**src/logic/tmvch_pkg.sv**
```systemverilog
package tmvch_pkg;

    // System clock and link timing
    localparam int CLK_HZ = 40_000_000;
    localparam int TOGGLE_RATE_HZ = 30_000;
    // One toggle period holds two pin edges
    localparam int TOGGLE_HALF_CYC = CLK_HZ / (2 * TOGGLE_RATE_HZ);
    // Edge spacing tolerance of +/-25 %, wide enough for a loose host oscillator
    localparam int TOGGLE_MIN_CYC = (TOGGLE_HALF_CYC * 3) / 4;
    localparam int TOGGLE_MAX_CYC = (TOGGLE_HALF_CYC * 5) / 4;
    localparam int TOGGLE_EDGES = 8;
    localparam int BOOT_WINDOW_US = 1000;
    localparam int BOOT_WINDOW_CYC = BOOT_WINDOW_US * (CLK_HZ / 1_000_000);

    // Command field layout
    localparam int OGF_LSB = 10;
    localparam logic [5:0] VENDOR_OGF = 6'h3F;

    // Vendor opcodes
    localparam logic [15:0] OP_SET_PUBLIC_ADDRESS = 16'hFC02;
    localparam logic [15:0] OP_SET_BAUD_RATE = 16'hFC07;
    localparam logic [15:0] OP_TRANSMITTER_TEST = 16'hFC11;
    localparam logic [15:0] OP_TRANSMITTER_TEST_END = 16'hFC12;
    localparam logic [15:0] OP_READ_AT_ADDRESS = 16'hFC20;
    localparam logic [15:0] OP_READ_CONTINUE = 16'hFC21;
    localparam logic [15:0] OP_WRITE_AT_ADDRESS = 16'hFC22;
    localparam logic [15:0] OP_RF_ACTIVITY_SIGNAL = 16'hFC25;
    localparam logic [15:0] OP_PATCH_BEGIN = 16'hFC27;
    localparam logic [15:0] OP_PATCH_CONTINUE = 16'hFC28;
    localparam logic [15:0] OP_PATCH_ABORT = 16'hFC29;

    // Completion status codes
    localparam logic [7:0] ST_SUCCESS = 8'h00;
    localparam logic [7:0] ST_UNKNOWN_CMD = 8'h01;
    localparam logic [7:0] ST_DISALLOWED = 8'h0C;

    // Interrupt enables: bit 0 host transport, bit 1 memory controller
    localparam logic [15:0] PTM_IRQ_KEEP = 16'h0003;
    localparam logic [15:0] IRQ_ALL = 16'hFFFF;
    localparam logic [15:0] IRQ_NONE = 16'h0000;

    typedef enum logic [2:0] {
        BS_IDLE = 3'b000,
        BS_SAMPLE = 3'b001,
        BS_HWINIT = 3'b010,
        BS_CONFIG = 3'b011,
        BS_RUN = 3'b100,
        BS_PTM = 3'b101
    } tmvch_boot_e;

    typedef enum logic [1:0] {
        BK_POWERUP = 2'b00,
        BK_RESET = 2'b01,
        BK_RESUME = 2'b10
    } tmvch_kind_e;

    // Vendor group test on the upper six bits
    function automatic logic tmvch_is_vendor(input logic [15:0] op);
        return op[15:OGF_LSB] == VENDOR_OGF;
    endfunction

    // Defined vendor opcode set
    function automatic logic tmvch_defined(input logic [15:0] op);
        logic ok;
        ok = 1'b0;
        case (op)
            16'hFC02, 16'hFC07, 16'hFC11, 16'hFC12, 16'hFC20, 16'hFC21, 16'hFC22,
            16'hFC23, 16'hFC24, 16'hFC25, 16'hFC26, 16'hFC27, 16'hFC28, 16'hFC29,
            16'hFC2A, 16'hFC2B, 16'hFC2C, 16'hFC2D, 16'hFC2E, 16'hFC2F, 16'hFC32,
            16'hFC33, 16'hFC34: ok = 1'b1;
            default: ok = 1'b0;
        endcase
        return ok;
    endfunction

    // Subset served in production test mode
    function automatic logic tmvch_ptm_ok(input logic [15:0] op);
        logic ok;
        ok = tmvch_defined(op);
        case (op)
            OP_SET_PUBLIC_ADDRESS, OP_SET_BAUD_RATE, OP_TRANSMITTER_TEST,
            OP_TRANSMITTER_TEST_END, OP_RF_ACTIVITY_SIGNAL: ok = 1'b0;
            default: ok = ok;
        endcase
        return ok;
    endfunction

endpackage

```
**src/logic/tmvch_tog_if.sv**
```systemverilog
`timescale 1ns/100ps
// Link between boot sequencer and entry-pin toggle detector
interface tmvch_tog_if;
    logic arm;
    logic seen;
    modport ctl (output arm, input seen);
    modport det (input arm, output seen);
endinterface

```
**src/logic/tmvch_toggle_det.sv**
```systemverilog
`timescale 1ns/100ps
module tmvch_toggle_det #(
    parameter int HALF_MIN = tmvch_pkg::TOGGLE_MIN_CYC,
    parameter int HALF_MAX = tmvch_pkg::TOGGLE_MAX_CYC,
    parameter int EDGES = tmvch_pkg::TOGGLE_EDGES
) (
    input wire logic clk,
    input wire logic rst_n,
    input wire logic pin,
    tmvch_tog_if.det tog
);
    localparam int CW = $clog2(HALF_MAX + 2);
    localparam int EW = $clog2(EDGES + 1);

    logic [2:0] sync_reg;
    logic level_reg;
    logic [CW-1:0] gap_reg;
    logic [EW-1:0] good_reg;
    logic seen_reg;
    logic edge_now;

    // Pin synchroniser; stage 0 feeds stage 1 only
    always_ff @(posedge clk or negedge rst_n)
    begin
        if (!rst_n)
            sync_reg <= 3'b000;
        else
            sync_reg <= {sync_reg[1:0], pin};
    end

    // Level accepted once stages 1 and 2 agree
    always_ff @(posedge clk or negedge rst_n)
    begin
        if (!rst_n)
            level_reg <= 1'b0;
        else if (sync_reg[1] == sync_reg[2])
            level_reg <= sync_reg[2];
    end

    assign edge_now = (sync_reg[1] == sync_reg[2]) && (sync_reg[2] != level_reg);

    // Cycles since last edge, saturating past the window
    always_ff @(posedge clk or negedge rst_n)
    begin
        if (!rst_n)
            gap_reg <= '0;
        else if (!tog.arm || edge_now)
            gap_reg <= '0;
        else if (gap_reg != CW'(HALF_MAX + 1))
            gap_reg <= gap_reg + 1'b1;
    end

    // RULE2 - count well-spaced edges
    always_ff @(posedge clk or negedge rst_n)
    begin
        if (!rst_n)
            good_reg <= '0;
        else if (!tog.arm)
            good_reg <= '0;
        else if (edge_now)
        begin
            // First edge only starts timing; a bad gap restarts the run
            if (good_reg == '0 || gap_reg < CW'(HALF_MIN) || gap_reg > CW'(HALF_MAX))
                good_reg <= EW'(1);
            else if (good_reg != EW'(EDGES))
                good_reg <= good_reg + 1'b1;
        end
        else if (gap_reg > CW'(HALF_MAX))
            good_reg <= '0;
    end

    // RULE2 - sticky entry verdict while armed
    always_ff @(posedge clk or negedge rst_n)
    begin
        if (!rst_n)
            seen_reg <= 1'b0;
        else if (!tog.arm)
            seen_reg <= 1'b0;
        else if (good_reg == EW'(EDGES))
            seen_reg <= 1'b1;
    end

    assign tog.seen = seen_reg;

    property p_seen_needs_arm;
        @(posedge clk) disable iff (!rst_n)
        $rose(seen_reg) |-> $past(tog.arm) && $past(good_reg) == EW'(EDGES);
    endproperty
    a_seen_needs_arm: assert property (p_seen_needs_arm) // RULE2
        else $error("Entry verdict raised without a full toggle run");

endmodule // tmvch_toggle_det

```
**src/logic/tmvch_cmd_handler.sv**
```systemverilog
// Functional notes
// RULE1 - Boot flow runs after power-up, reset, and sleep resume events.
// RULE2 - Test mode entered when entry pin toggles at 30 kHz during boot.
// RULE3 - Test mode skips stored configuration and never runs application code.
// RULE4 - Test mode masks every interrupt except those test mode needs.
// RULE5 - Scheduler stays off in test mode; hardware initialised before commands.
// RULE6 - Test mode selects SPI as host command transport.
// RULE7 - Test mode decodes standard commands locally, answers Command Complete.
// RULE8 - Test mode allows memory programming via patch begin, continue, abort.
// RULE9 - Patch begin enters programming state, held until reset or power-down.
// RULE10 - Vendor commands use group 0x3F; opcode is group with command field.
// RULE11 - Outside test mode every defined vendor command goes to link layer.
// RULE12 - Test mode rejects public address, baud rate, transmitter test opcodes.
// RULE13 - Test mode executes read-at-address, read-continue, write-at-address.
// RULE14 - Unsupported vendor command gets error completion, state unchanged.
// RULE15 - Patch continue or abort before patch begin is rejected.
`timescale 1ns/100ps
module tmvch_cmd_handler #(
    parameter int IRQ_W = 16,
    parameter int BOOT_WINDOW_CYC = tmvch_pkg::BOOT_WINDOW_CYC
) (
    input wire logic clk,
    input wire logic rstn,
    input wire logic boot_req,
    input wire logic [1:0] boot_kind,
    input wire logic test_entry_pin,
    input wire logic hw_init_done,
    input wire logic cfg_done,
    input wire logic cfg_spi_sel,
    input wire logic cmd_valid,
    input wire logic [15:0] cmd_opcode,
    output logic cmd_ready,
    output logic test_mode,
    output logic [1:0] boot_kind_out,
    output logic hw_init_start,
    output logic cfg_apply_start,
    output logic app_run_en,
    output logic sched_en,
    output logic [IRQ_W-1:0] irq_en,
    output logic hci_spi_sel,
    output logic ll_cmd_valid,
    output logic [15:0] ll_cmd_opcode,
    output logic exec_valid,
    output logic [15:0] exec_opcode,
    output logic evt_valid,
    output logic [15:0] evt_opcode,
    output logic [7:0] evt_status,
    output logic prog_state
);
    localparam int WW = $clog2(BOOT_WINDOW_CYC + 1);
    logic [1:0] rst_sync_reg, kind_reg;
    logic rst_n_sync, take, vendor, prog_clear, prog_set;
    tmvch_pkg::tmvch_boot_e state_reg;
    logic [WW-1:0] win_reg;
    logic ptm_reg, hw_start_reg, cfg_start_reg, app_reg, sched_reg, spi_reg, ready_reg;
    logic [IRQ_W-1:0] irq_reg;
    logic ll_valid_reg, exec_reg, evt_reg, prog_reg;
    logic [15:0] ll_op_reg, exec_op_reg, evt_op_reg;
    logic [7:0] evt_st_reg;
    tmvch_tog_if tog ();

    // Reset release through two flops
    always_ff @(posedge clk or negedge rstn)
    begin
        if (!rstn)
            rst_sync_reg <= 2'b00;
        else
            rst_sync_reg <= {rst_sync_reg[0], 1'b1};
    end
    assign rst_n_sync = rst_sync_reg[1];

    // Entry pin watched only during the boot sampling window
    tmvch_toggle_det u_det (
        .clk(clk),
        .rst_n(rst_n_sync),
        .pin(test_entry_pin),
        .tog(tog.det)
    );
    assign tog.arm = (state_reg == tmvch_pkg::BS_SAMPLE);
    // Boot sequencer; a new boot request restarts from any state
    always_ff @(posedge clk or negedge rst_n_sync)
    begin
        if (!rst_n_sync)
        begin
            state_reg <= tmvch_pkg::BS_IDLE;
            win_reg <= '0;
            ptm_reg <= 1'b0;
            kind_reg <= tmvch_pkg::BK_POWERUP;
            hw_start_reg <= 1'b0;
            cfg_start_reg <= 1'b0;
        end
        else
        begin
            hw_start_reg <= 1'b0;
            cfg_start_reg <= 1'b0;
            // RULE1 - all three start events
            if (boot_req)
            begin
                state_reg <= tmvch_pkg::BS_SAMPLE;
                win_reg <= '0;
                ptm_reg <= 1'b0;
                kind_reg <= boot_kind;
            end
            else
            begin
                case (state_reg)
                    tmvch_pkg::BS_SAMPLE:
                    begin
                        win_reg <= win_reg + 1'b1;
                        // RULE2 - verdict on a full toggle run, else at window end
                        if (tog.seen || win_reg == WW'(BOOT_WINDOW_CYC - 1))
                        begin
                            ptm_reg <= tog.seen;
                            state_reg <= tmvch_pkg::BS_HWINIT;
                            hw_start_reg <= 1'b1;
                        end
                    end
                    tmvch_pkg::BS_HWINIT:
                        // RULE5 - defaults loaded first
                        if (hw_init_done)
                        begin
                            // RULE3 - test mode bypasses stored options
                            if (ptm_reg)
                                state_reg <= tmvch_pkg::BS_PTM;
                            else
                            begin
                                state_reg <= tmvch_pkg::BS_CONFIG;
                                cfg_start_reg <= 1'b1;
                            end
                        end
                    tmvch_pkg::BS_CONFIG:
                        if (cfg_done)
                            state_reg <= tmvch_pkg::BS_RUN;
                    tmvch_pkg::BS_IDLE, tmvch_pkg::BS_RUN, tmvch_pkg::BS_PTM:
                        state_reg <= state_reg;
                    default:
                        state_reg <= tmvch_pkg::BS_IDLE;
                endcase
            end
        end
    end

    // Mode outputs follow the boot state one cycle later
    always_ff @(posedge clk or negedge rst_n_sync)
    begin
        if (!rst_n_sync)
        begin
            app_reg <= 1'b0;
            sched_reg <= 1'b0;
            irq_reg <= IRQ_W'(tmvch_pkg::IRQ_NONE);
            spi_reg <= 1'b0;
            ready_reg <= 1'b0;
        end
        else
        begin
            // RULE3 - application and scheduler only in normal run
            app_reg <= (state_reg == tmvch_pkg::BS_RUN);
            // RULE5 - scheduler idle in test mode
            sched_reg <= (state_reg == tmvch_pkg::BS_RUN);
            ready_reg <= !boot_req && (state_reg == tmvch_pkg::BS_RUN
                || state_reg == tmvch_pkg::BS_PTM);
            // RULE4 - reduced interrupt set in test mode
            if (state_reg == tmvch_pkg::BS_PTM)
                irq_reg <= IRQ_W'(tmvch_pkg::PTM_IRQ_KEEP);
            else if (state_reg == tmvch_pkg::BS_RUN)
                irq_reg <= IRQ_W'(tmvch_pkg::IRQ_ALL);
            else
                irq_reg <= IRQ_W'(tmvch_pkg::IRQ_NONE);
            // RULE6 - SPI forced in test mode
            spi_reg <= (state_reg == tmvch_pkg::BS_PTM) ? 1'b1 : cfg_spi_sel;
        end
    end

    // RULE10 - vendor group decode
    assign take = cmd_valid && ready_reg;
    assign vendor = tmvch_pkg::tmvch_is_vendor(cmd_opcode);
    // Command dispatch; answers land one cycle after the take
    always_ff @(posedge clk or negedge rst_n_sync)
    begin
        if (!rst_n_sync)
        begin
            ll_valid_reg <= 1'b0;
            ll_op_reg <= 16'h0000;
            exec_reg <= 1'b0;
            exec_op_reg <= 16'h0000;
            evt_reg <= 1'b0;
            evt_op_reg <= 16'h0000;
            evt_st_reg <= tmvch_pkg::ST_SUCCESS;
        end
        else
        begin
            ll_valid_reg <= 1'b0;
            exec_reg <= 1'b0;
            evt_reg <= 1'b0;
            if (take && state_reg == tmvch_pkg::BS_RUN)
            begin
                // RULE11 - link layer owns normal-mode commands
                if (!vendor || tmvch_pkg::tmvch_defined(cmd_opcode))
                begin
                    ll_valid_reg <= 1'b1;
                    ll_op_reg <= cmd_opcode;
                end
                else
                begin
                    // RULE14 - undefined vendor opcode
                    evt_reg <= 1'b1;
                    evt_op_reg <= cmd_opcode;
                    evt_st_reg <= tmvch_pkg::ST_UNKNOWN_CMD;
                end
            end
            else if (take && state_reg == tmvch_pkg::BS_PTM)
            begin
                evt_reg <= 1'b1;
                evt_op_reg <= cmd_opcode;
                // RULE12 - excluded vendor opcodes refused
                if (vendor && !tmvch_pkg::tmvch_ptm_ok(cmd_opcode))
                    evt_st_reg <= tmvch_pkg::ST_UNKNOWN_CMD;
                // RULE15 - no patch session yet
                else if (!prog_reg && (cmd_opcode == tmvch_pkg::OP_PATCH_CONTINUE
                    || cmd_opcode == tmvch_pkg::OP_PATCH_ABORT))
                    evt_st_reg <= tmvch_pkg::ST_DISALLOWED;
                else
                begin
                    // RULE7 - local execution with completion
                    // RULE13 - memory access commands run here
                    exec_reg <= 1'b1;
                    exec_op_reg <= cmd_opcode;
                    evt_st_reg <= tmvch_pkg::ST_SUCCESS;
                end
            end
        end
    end

    // RULE9 - programming state; set wins over clear
    assign prog_set = take && state_reg == tmvch_pkg::BS_PTM
        && cmd_opcode == tmvch_pkg::OP_PATCH_BEGIN;
    assign prog_clear = boot_req && boot_kind != tmvch_pkg::BK_RESUME;
    always_ff @(posedge clk or negedge rst_n_sync)
    begin
        if (!rst_n_sync)
            prog_reg <= 1'b0;
        // RULE8 - patch begin opens programming
        else if (prog_set)
            prog_reg <= 1'b1;
        else if (prog_clear)
            prog_reg <= 1'b0;
    end

    // Output drive, all straight from flops
    assign cmd_ready = ready_reg;
    assign test_mode = ptm_reg;
    assign boot_kind_out = kind_reg;
    assign hw_init_start = hw_start_reg;
    assign cfg_apply_start = cfg_start_reg;
    assign app_run_en = app_reg;
    assign sched_en = sched_reg;
    assign irq_en = irq_reg;
    assign hci_spi_sel = spi_reg;
    assign ll_cmd_valid = ll_valid_reg;
    assign ll_cmd_opcode = ll_op_reg;
    assign exec_valid = exec_reg;
    assign exec_opcode = exec_op_reg;
    assign evt_valid = evt_reg;
    assign evt_opcode = evt_op_reg;
    assign evt_status = evt_st_reg;
    assign prog_state = prog_reg;

    property p_boot_start;
        @(posedge clk) disable iff (!rst_n_sync)
        boot_req |=> state_reg == tmvch_pkg::BS_SAMPLE && kind_reg == $past(boot_kind);
    endproperty
    a_boot_start: assert property (p_boot_start) // RULE1
        else $error("Boot request did not start sampling");
    property p_no_app_in_ptm;
        @(posedge clk) disable iff (!rst_n_sync)
        state_reg == tmvch_pkg::BS_PTM |=> !app_reg && !sched_reg && !cfg_start_reg;
    endproperty
    a_no_app_in_ptm: assert property (p_no_app_in_ptm) // RULE3
        else $error("Application or config active in test mode");
    property p_irq_ptm;
        @(posedge clk) disable iff (!rst_n_sync)
        state_reg == tmvch_pkg::BS_PTM |=> irq_reg == IRQ_W'(tmvch_pkg::PTM_IRQ_KEEP);
    endproperty
    a_irq_ptm: assert property (p_irq_ptm) // RULE4
        else $error("Interrupt set wrong in test mode");
    property p_init_before_ptm;
        @(posedge clk) disable iff (!rst_n_sync)
        $rose(state_reg == tmvch_pkg::BS_PTM) |->
            $past(state_reg) == tmvch_pkg::BS_HWINIT && $past(hw_init_done);
    endproperty
    a_init_before_ptm: assert property (p_init_before_ptm) // RULE5
        else $error("Test mode reached without hardware init");
    property p_spi_ptm;
        @(posedge clk) disable iff (!rst_n_sync)
        state_reg == tmvch_pkg::BS_PTM ##1 state_reg == tmvch_pkg::BS_PTM |-> spi_reg;
    endproperty
    a_spi_ptm: assert property (p_spi_ptm) // RULE6
        else $error("SPI not selected in test mode");
    property p_std_complete;
        @(posedge clk) disable iff (!rst_n_sync)
        take && state_reg == tmvch_pkg::BS_PTM && !vendor |=>
            evt_reg && exec_reg && evt_st_reg == tmvch_pkg::ST_SUCCESS && !ll_valid_reg;
    endproperty
    a_std_complete: assert property (p_std_complete) // RULE7
        else $error("Standard command not completed in test mode");
    property p_prog_hold;
        @(posedge clk) disable iff (!rst_n_sync)
        prog_reg && !prog_clear |=> prog_reg;
    endproperty
    a_prog_hold: assert property (p_prog_hold) // RULE9
        else $error("Programming state dropped without reset");
    property p_ll_forward;
        @(posedge clk) disable iff (!rst_n_sync)
        take && state_reg == tmvch_pkg::BS_RUN && tmvch_pkg::tmvch_defined(cmd_opcode)
            |=> ll_valid_reg && ll_op_reg == $past(cmd_opcode) && !evt_reg;
    endproperty
    a_ll_forward: assert property (p_ll_forward) // RULE11
        else $error("Vendor command not forwarded in normal mode");
    property p_ptm_refuse;
        @(posedge clk) disable iff (!rst_n_sync)
        take && state_reg == tmvch_pkg::BS_PTM && (cmd_opcode == tmvch_pkg::OP_TRANSMITTER_TEST
            || cmd_opcode == tmvch_pkg::OP_SET_PUBLIC_ADDRESS)
            |=> evt_reg && evt_st_reg == tmvch_pkg::ST_UNKNOWN_CMD && !exec_reg;
    endproperty
    a_ptm_refuse: assert property (p_ptm_refuse) // RULE12
        else $error("Excluded opcode executed in test mode");
    property p_patch_order;
        @(posedge clk) disable iff (!rst_n_sync)
        take && state_reg == tmvch_pkg::BS_PTM && !prog_reg
            && cmd_opcode == tmvch_pkg::OP_PATCH_CONTINUE
            |=> evt_st_reg == tmvch_pkg::ST_DISALLOWED && !exec_reg && !prog_reg;
    endproperty
    a_patch_order: assert property (p_patch_order) // RULE15
        else $error("Patch continue accepted before patch begin");

endmodule // tmvch_cmd_handler

```
**config.mk**
```make
export PLATFORM = sky130hd
export DESIGN_NAME = tmvch_cmd_handler
export DESIGN_NICKNAME = d
export VERILOG_FILES = /design/src/logic/tmvch_pkg.sv /design/src/logic/tmvch_tog_if.sv /design/src/logic/tmvch_toggle_det.sv /design/src/logic/tmvch_cmd_handler.sv
export SDC_FILE = /design/constraint.sdc
export NUM_CORES = 1
export LEC_CHECK = 0
export CAP_MARGIN = 20
export CORE_MARGIN = 3
export CORE_UTILIZATION = 68
export DETAILED_ROUTE_END_ITERATION = 10
export DONT_BUFFER_PORTS = 1
export GPL_TIMING_DRIVEN = 0
export PLACE_DENSITY = 0.84
export SLEW_MARGIN = 30
export SYNTH_ARGS = -nofsm -noshare
export SYNTH_HDL_FRONTEND = slang
export SYNTH_SLANG_ARGS = --single-unit
```
**constraint.sdc**
```tcl
create_clock -name clk -period 8.55 [get_ports clk]
set_clock_uncertainty 0.2 [all_clocks]
set_input_delay 0.4275 -clock clk [delete_from_list [all_inputs] [get_ports clk]]
set_output_delay 0.4275 -clock clk [all_outputs]
set_load 0.01 [all_outputs]
```
; ---- Word level (Yosys, flattened, before mapping)
; Index checks and enable logic that the tools add are counted.
[word_totals]
reg_bits = 124
elab_cells = 167
memories = 0
latchBits = 0
rom_bits = 0
out_inout_bits = 85
mem_bits_rw = 0
[classes]
n_shift = 0
n_eq_ne = 44
reduce_logical = 37
div = 0
n_mul = 0
bitwise_logic = 3
addsub = 3
order_cmp = 2
n_mux = 54
[op_table]
columns = op, n
row1 = $eq 16x16->1 const B, 24
row2 = $mux 16, 7
row3 = $mux 1, 29
row4 = $mux 4, 7
row5 = $mux 8, 3
row6 = $reduce_or 23->1, 1
row7 = $mux 10, 2
row8 = $add 16x1->16 const B, 1
row9 = $mux 3, 5
row10 = $ne 3x3->1 const B, 4
row11 = $pmux 3 s4, 1
row12 = $add 10x1->10 const B, 1
row13 = $gt 10x10->1 const B, 1
row14 = $lt 10x9->1 const B, 1
row15 = $ne 10x10->1 const B, 1
row16 = $reduce_bool 2->1, 5
row17 = $logic_and 1x1->1, 9
row18 = $ne 2x2->1 const B, 4
row19 = $ne 4x4->1 const B, 2
row20 = $reduce_and 2->1, 4
row21 = $reduce_and 4->1, 2
row22 = $logic_or 1x1->1, 7
row23 = $eq 3x2->1 const B, 2
row24 = $eq 3x3->1 const B, 2
row25 = other kinds (12), 18

; ---- Longest topological paths before layout
; Gate-level depths: netlist (run 1).
[depth]
depth_word = 11
depth_mapped = 7
depth_no_buf = 7

; ---- Modules after synthesis
; A second synthesis (run 1) with hierarchy kept.
[unflattened]
cells_unflattened = 411
area_unflattened_um2 = 4918.5
[modules_own_cells]
columns = mod, seq_area_each_um2, n_inst, area_each_um2, cells_per_inst
row1 = tmvch_cmd_handler, 2127.0, 1, 3844.9, 309
row2 = tmvch_toggle_det, 475.5, 1, 1073.5, 102

; ---- Worst setup path after synthesis (run 1)
; No wires, ideal clock.
[synth_path]
kind = input -> register
startpoint = input cmd_opcode[7]
endpoint = register exec_op_reg[10], in the netlist exec_opcode[10]
t_required_ns = 8.225
setup_slack_ns = 5.995
t_arrival_ns = 2.230
path_stages = 6
setup_time_ns = 0.125
cell_sequence = or4_1 > a2111oi_4 > nor3b_2 > a311oi_4 > buf_8 > mux2_4
[synth_between]
elab_chain_len = 10
[synth_rtl]
columns = item, line_no
row1 = "start, declared", tmvch_cmd_handler.sv:31  ; input wire logic [15:0] cmd_opcode,
row2 = $eq 16x16->1 (on tied branches), n/a
row3 = $reduce_or 23->1, tmvch_pkg.sv:66  ; case (op)
row4 = $mux 1, tmvch_pkg.sv:66
row5 = $mux 1, tmvch_pkg.sv:80  ; case (op)
row6 = $mux 1, tmvch_cmd_handler.sv:211  ; else if (take && state_reg == tmvch_pkg::BS_PTM)
row7 = $mux 1, tmvch_cmd_handler.sv:195  ; if (take && state_reg == tmvch_pkg::BS_RUN)
row8 = $logic_not 1->1, tmvch_cmd_handler.sv:216  ; if (vendor && !tmvch_pkg::tmvch_ptm_ok(cmd_opcode))
row9 = $logic_and 1x1->1, tmvch_cmd_handler.sv:216
row10 = $not 1->1 (no source line), n/a
row11 = $reduce_and 4->1 (no source line) *, n/a
row12 = "end signal, assigned", tmvch_cmd_handler.sv:227  ; exec_op_reg <= cmd_opcode;
row13 = "end, declared", tmvch_cmd_handler.sv:58  ; logic [15:0] ll_op_reg, exec_op_reg, evt_op_reg;
; Mark *: on every way between the ends. The rest lies on a longest branch, timed or not. The select of a mux whose other input is x is not followed.
; A chain may end at the register's enable or synchronous reset.

; ---- Final worst setup path (run 1)
[layout_path]
startpoint = register state_reg[1]
endpoint = register exec_op_reg[10], in the netlist exec_opcode[10]
[layout_between]
elab_chain_len = 4
[layout_rtl]
columns = item, line_no
row1 = "start, declared", tmvch_cmd_handler.sv:53  ; tmvch_pkg::tmvch_boot_e state_reg;
row2 = "start signal, assigned", tmvch_cmd_handler.sv:85  ; state_reg <= tmvch_pkg::BS_IDLE;
row3 = "start signal, assigned", tmvch_cmd_handler.sv:99  ; state_reg <= tmvch_pkg::BS_SAMPLE;
row4 = "start signal, assigned", tmvch_cmd_handler.sv:114  ; state_reg <= tmvch_pkg::BS_HWINIT;
row5 = $eq 3x3->1, tmvch_cmd_handler.sv:195
row6 = $logic_and 1x1->1, tmvch_cmd_handler.sv:195
row7 = $not 1->1 (no source line), n/a
row8 = $reduce_and 4->1 (no source line) *, n/a
; Mark *: on every way between the ends. The rest lies on a longest branch, timed or not.

==> out/metrics.cfg, run 1 <==
[status]
run_status=completed

[yosys]
synth_edf_count=0
seq_area_frac_synth=0.547
syn_area_mm2=0.00476
syn_inst=411
synth_area_leaders=dfrtp_1 55%, mux2_2 9.0%, buf_4 3.5%
synthArstFlopShare=1.00
synth_warnings=0
yosys.area.top_type=dfrtp_1
ys_seq_elements=104
ys_types=54
synth_top_area_frac=0.547
synthFlopType=dfrtp_1
syn_area_per_cell_um2=11.6

[setup_path]
cp-startpoint=state_reg[1]
endpoint_kind=flop
crit_path_top_delay_cell=a311oi_4
start_kind=flop
critPathMaxStageDelay_ns=0.63
path_cells=nand2b_1, or3_1, clkbuf_1, a311oi_4, buf_8, mux2_4
criticalPathCategory=reg2reg
cp_max_fo=10
worstPathRequired_ns=8.62
r2r-start=state_reg[1]
cp.arrival_ns=2.86

[cts]
cts_sinks=104
cts_resized=0
cts_root_buffer=clkbuf_8
cts_made_buffers=9
clk_latency_ns=0.37
cts_tree=done
h-tree-depth=3
clk_pin_slew_worst_paths_ns=0.11
clk_path_buf_depth=2

[die]
std_cell_rows=29
io_pins=111
dieWidth_um=89.7
initial_utilization=0.725
dieArea_mm2=0.00804
coreArea_mm2=0.00657
die_h_um=89.7

[sta]
hold_viol=0
period_share=0.327
fin_crit_ns=2.79
slew_viol_final=0
fin_tns_setup_ns=0
fmax_ghz=0.358
tightest_slew_ns=0.667
setup_slack_ns=5.76
setup-violations-final=0
rsz0062_at_grt=no
holdWs_ns=0.0172
slew_headroom=0.556

[final_layout]
fillers=362
layout.nets=484
syn_to_final_growth_pct=12.8
drive_gt1_frac=0.217
stdcell_area_mm2=0.00537
diodes=0

[drt]
drc=0
drt-total-wl_um=10700
drtAntennaViolNets=0
drt_iter0_markers=199
vias_per_cell=6.01
wire_per_inst_um=19.4
first_pass_iters=4
via_count=3308

[min_path]
min_path_type=in2reg
worstHoldStart=cmd_opcode[1]

[placement]
place_ws_ns=5.74
placed_area_mm2=0.00492
hpwl_um=6930
port_buffers=0
gp_congestion=0.823

[grt]
track_usage=0.265
grt_pass1_vias=3251
grt_pass1_wl_um=15900
antenna_found_initial=0
grt_max_degree=53
overflow=0

[pwr]
switching_share=0.288
p_int_mw=0.673
power_switching_mw=0.272
power_frac_seq=0.574
peakVddDrop_uv=173
power_mw=0.945
clockPowerShare=0.321
power_density_mw_per_mm2=176
pwr-share-comb=0.105
p_leak_nw=2.51

[run]
cap_violations=0

[path summary, 6_finish.rpt]
check | to | cells after the start | slack (ns)
min in group asynchronous | rst_sync_reg[1] | 1 | 0.08
worst min register to register | u_det.sync_reg[1] | 0 | 0.16
worst max register to register | exec_opcode[10] | 6 | 5.76
max in group asynchronous | u_det.good_reg[2] | 1 | 7.29
worst min-delay path | evt_opcode[1] | 1 | 0.02
worst max-delay path | exec_opcode[10] | 6 | 5.76
[synthesized netlist by cell type, drive strengths merged, types with 2 or more instances]
library cell / instances
or4: 2
a21o: 3
clkbuf: 6
o21ai: 20
conb: 2
nor4: 5
a21oi: 18
nor2: 34
nor3: 12
dfrtp: 104
ha: 6
nand4: 6
and3: 2
or3: 8
xnor2: 10
nor2b: 4
nand2: 18
nor3b: 5
nand2b: 7
nand3b: 4
xor2: 8
nand3: 14
or3b: 2
mux2i: 2
o211ai: 2
mux2: 47
inv: 16
and4: 2
buf: 25
[power groups by stage]
stage                     registers, mW  clock network (mW)  logic [mW]
after CTS                         0.542               0.305      0.0966
after detailed placement          0.552                   0      0.0866
after floorplan                   0.548                   0      0.0657
final                             0.543               0.303      0.0990
after global routing              0.547               0.326       0.113
after global placement            0.554                   0      0.0753
[cell type report]
class / count / area, µm² / share of cell area
multi-input cells: 264 / 1900 / 0.353
plain buffers: 31 / 219 / 0.0408
clock buffers: 9 / 124 / 0.0231
well taps: 93 / 116 / 0.0217
repair buffers: 26 / 278 / 0.0517
clock inverters: 7 / 72.6 / 0.0135
inverters: 16 / 60.1 / 0.0112
flip-flops and latches: 104 / 2610 / 0.485
[routing by layer]
metal / global-route usage / vias to the layer above / share of wire
met2: 0.444 / 155 / 0.52
li1: - / 1498 / -
met4: 0.111 / 0 / 0.022
met1: 0.317 / 1633 / 0.37
met5: 0 / - / 0
met3: 0.0849 / 22 / 0.091
[metrics by stage]
stage / util / instances
final: 0.818 / 550
after detailed placement: 0.750 / 509
after global routing: 0.818 / 550
after global placement: 0.745 / 508
after floorplan: - / 415
after CTS: 0.812 / 546
[worst max-delay path: cells and delay by family, from the launching register on]
kind,cells,cell delay (ns)
buffers and inverters,2,0.46
and+or+nand+nor,2,0.62
DFF,1,0.48
AOI/OAI and AO/OA,1,0.63
muxes,1,0.31
[logic make-up (layout without fill, tap and decap cells)]
group,count (synthesis),count (layout),synth area share
flip-flops,104,104,0.547
buffers and inverters,47,89,0.0586
AND/OR/NAND/NOR,130,130,0.145
other,2,6,0.00158
XOR/XNOR,18,18,0.0331
AO/OA/AOI/OAI,54,54,0.0757
multiplexers,49,49,0.122
adder cells (fa/ha/maj),7,7,0.0179
[cell usage in the layout (no fill, tap or decap), types with 2 or more instances in the layout]
cell             n
nor2_1          34
conb_1           6
inv_8            2
nand4_1          6
mux2i_1          2
clkbuf_1         6
mux2_2          38
and3_1           2
a21oi_1         17
dfrtp_1        103
clkbuf_8         9
a21o_1           3
or3_1            8
mux2_4           8
or4_1            2
nor3b_1          4
inv_6            2
buf_4           22
nand3_1         14
nand2b_1         7
and4_1           2
ha_1             6
nand2_1         18
nand3b_1         4
o211ai_1         2
inv_1           16
xnor2_1         10
nor4_1           5
o21ai_0         20
dlygate4sd3_1   25
xor2_1           8
nor2b_1          4
nor3_1          12
[repair_timing]
item                                   in CTS  in global routing
endpoints found under the hold margin      45                  4
hold buffers                               21                  4
setup buffers                               0                  0
Note: power is estimated with default switching activity, not from simulation.
==> run 2, diff against run 1 <==
- ABC_AREA: default -> 1
- CORE_UTILIZATION: 68 -> 63
- PLACE_DENSITY: 0.84 -> 0.79
- clock period: 8.55 -> 2.73 ns (I/O delays scaled with it)
==> run 2 against run 1 <==
Final area increased by 6.7%. Global-route usage increased by 0.47 points. Maximum frequency increased by 32%. Routed wire length increased by 10%. Cell count increased by 34%. Worst setup slack got worse by 5.1 ns. Combinational power increased to 5.1 times the previous value. Area after synthesis increased by 5.8%. Die area increased by 13%. Clock power increased to 3.7 times the previous value.
==> out/metrics.cfg, run 2 <==
[grt]
antenna_found_initial=0
track_usage=0.270
grt_pass1_vias=3965
overflow=0
grt_pass1_wl_um=19100
grt_max_degree=52

[cts]
h-tree-depth=3
cts_root_buffer=clkbuf_8
cts_tree=done
cts_sinks=104
clk_pin_slew_worst_paths_ns=0.12
post_cts_buffers=0
clk_latency_ns=0.37
cts_made_buffers=9
cts_resized=0
holdBufCountCts=27
clk_path_buf_depth=2

[min_path]
min_path_type=in2reg
min_path_cells=2
worstHoldStart=boot_req

[setup_path]
crit_path_top_delay_cell=dfrtp_1
start_kind=flop
crit_cells=9
rrSetupSlack_ns=0.62
crit_top_cell=nand2_1
reg2reg_depth=9
crit_family=simple AND/OR/NAND/NOR gates
criticalPathCategory=reg2reg
cp-startpoint=state_reg[1]
critPathMaxStageDelay_ns=0.46
cp.arrival_ns=2.20
r2r-start=state_reg[1]
endpoint_kind=flop
path_cells=nor2_2, inv_2, nor2_1, nand3_1, inv_1, nand4_4, buf_6, nand2_1, nand2_1
crit_buf_inv=3
cp_max_fo=10
worstPathRequired_ns=2.81

[yosys]
synthFlopType=dfrtp_1
ys_types=45
seq_area_frac_synth=0.517
ys_seq_elements=104
post_synth_most_frequent_cells=177 x nand2_1, 104 x dfrtp_1, 49 x inv_1, 38 x nor2_1, 37 x nand3_1
synth_top_area_frac=0.517
synth.most_common_cell=nand2_1
yosys.area.top_type=dfrtp_1
synth_warnings=0
syn_area_mm2=0.00504
synth_edf_count=0
synthArstFlopShare=1.00
syn_inst=588
synth_area_leaders=dfrtp_1 52%, nand2_1 13%, nand3_1 3.7%
syn_area_per_cell_um2=8.56

[pwr]
power_switching_mw=1.01
clockPowerShare=0.329
power_mw=3.37
p_leak_nw=2.93
power_density_mw_per_mm2=588
p_int_mw=2.36
pwr-share-comb=0.148
switching_share=0.301
peakVddDrop_uv=484
power_frac_seq=0.522

[sta]
hold_viol=0
slew_headroom=0.644
setup-violations-final=0
holdWs_ns=0.00357
fin_tns_setup_ns=0
fmax_ghz=0.473
rsz0062_at_grt=no
slew_viol_final=0
tightest_slew_ns=0.534
fin_crit_ns=2.11
period_share=0.774

[die]
dieArea_mm2=0.00910
initial_utilization=0.673
die_h_um=95.4
dieWidth_um=95.4
coreArea_mm2=0.00749
io_pins=111
std_cell_rows=31

[placement]
port_buffers=0
hpwl_um=8190
dpl.cell_count=693
gp_congestion=0.844

[final_layout]
stdcell_count=736
layout.cells.most_common=nand2_1
finish.utilization=0.765
diodes=0
syn_to_final_growth_pct=13.8
final_cell_mix=177 x nand2_1, 103 x dfrtp_1, 49 x inv_1
layout.nets=664
drive_gt1_frac=0.155

[drt]
vias_per_cell=5.55
wl_met2_um=5670
first_pass_iters=5
drt_iter0_markers=162
drc=0
wl_met1_um=4840
drtAntennaViolNets=0
wl_met3_um=1130
top_layer_used=met4
wire_per_inst_um=16.0
drt-total-wl_um=11800
via_count=4087

[status]
run_status=completed

[run]
cap_violations=0

-- run 2: cell count changes in the layout (fill, tap and decap cells not counted), sizes merged, moves of 17 or more --
cell	change
nand4	+19
nor2	+17
inv	+44
nand3	+25
nand2	+168
mux2	-47
-- run 2: worst reg2reg max path: stages (launching register included) --
cell and delay (ns):
dfrtp_1 0.46, nor2_2 0.19, inv_2 0.08, nor2_1 0.20
nand3_1 0.21, inv_1 0.18, nand4_4 0.19, buf_6 0.20
nand2_1 0.07, nand2_1 0.06
-- run 2: routing by layer --
layer,vias to the layer above,GRT usage
met3,12,0.0884
met5,-,0
met1,1947,0.363
li1,1963,-
met4,0,0.0652
met2,165,0.428
-- run 2: area by class of cell --
cell class | count | area (µm²)
buffer | 35 | 273
clock buffer | 9 | 124
clock inverter | 7 | 109
fill | 523 | 1760
inverter | 60 | 225
multi-input combinational | 393 | 1950
sequential | 104 | 2610
tap | 99 | 124
timing repair buffer | 29 | 318
-- run 2: worst paths after layout --
path,to
worst max-delay path,exec_opcode[8]
worst min-delay path,cmd_ready
worst max register to register,exec_opcode[8]
worst min register to register,win_reg[14]
max in group asynchronous,u_det.gap_reg[9]
min in group asynchronous,win_reg[14]
-- run 2: power by group through the flow --
| stage | combinational [mW] | clock, mW | sequential [mW] |
|---|---|---|---|
| after floorplan | 0.343 | 0 | 1.78 |
| after detailed placement | 0.453 | 0 | 1.79 |
| after CTS | 0.500 | 1.11 | 1.76 |
| after global placement | 0.406 | 0 | 1.80 |
| final | 0.500 | 1.11 | 1.76 |
| after global routing | 0.569 | 1.19 | 1.78 |
-- run 2: stage by stage --
stage          setup WS [ns]  cell area [µm²]
2_1_floorplan          0.786             5050
3_3_place_gp           0.229             5180
3_5_place_dp           0.598             5230
4_1_cts                0.601             5730
5_1_grt                0.474             5730
6_report               0.618             5730
-- run 2: cell families after synthesis --
group / share of synthesized area
other cells: 0.00149
compound gates: 0.0621
simple gates: 0.304
flops: 0.517
buf+inv: 0.0989
xor+xnor: 0.00174
fa+ha+maj: 0.0149
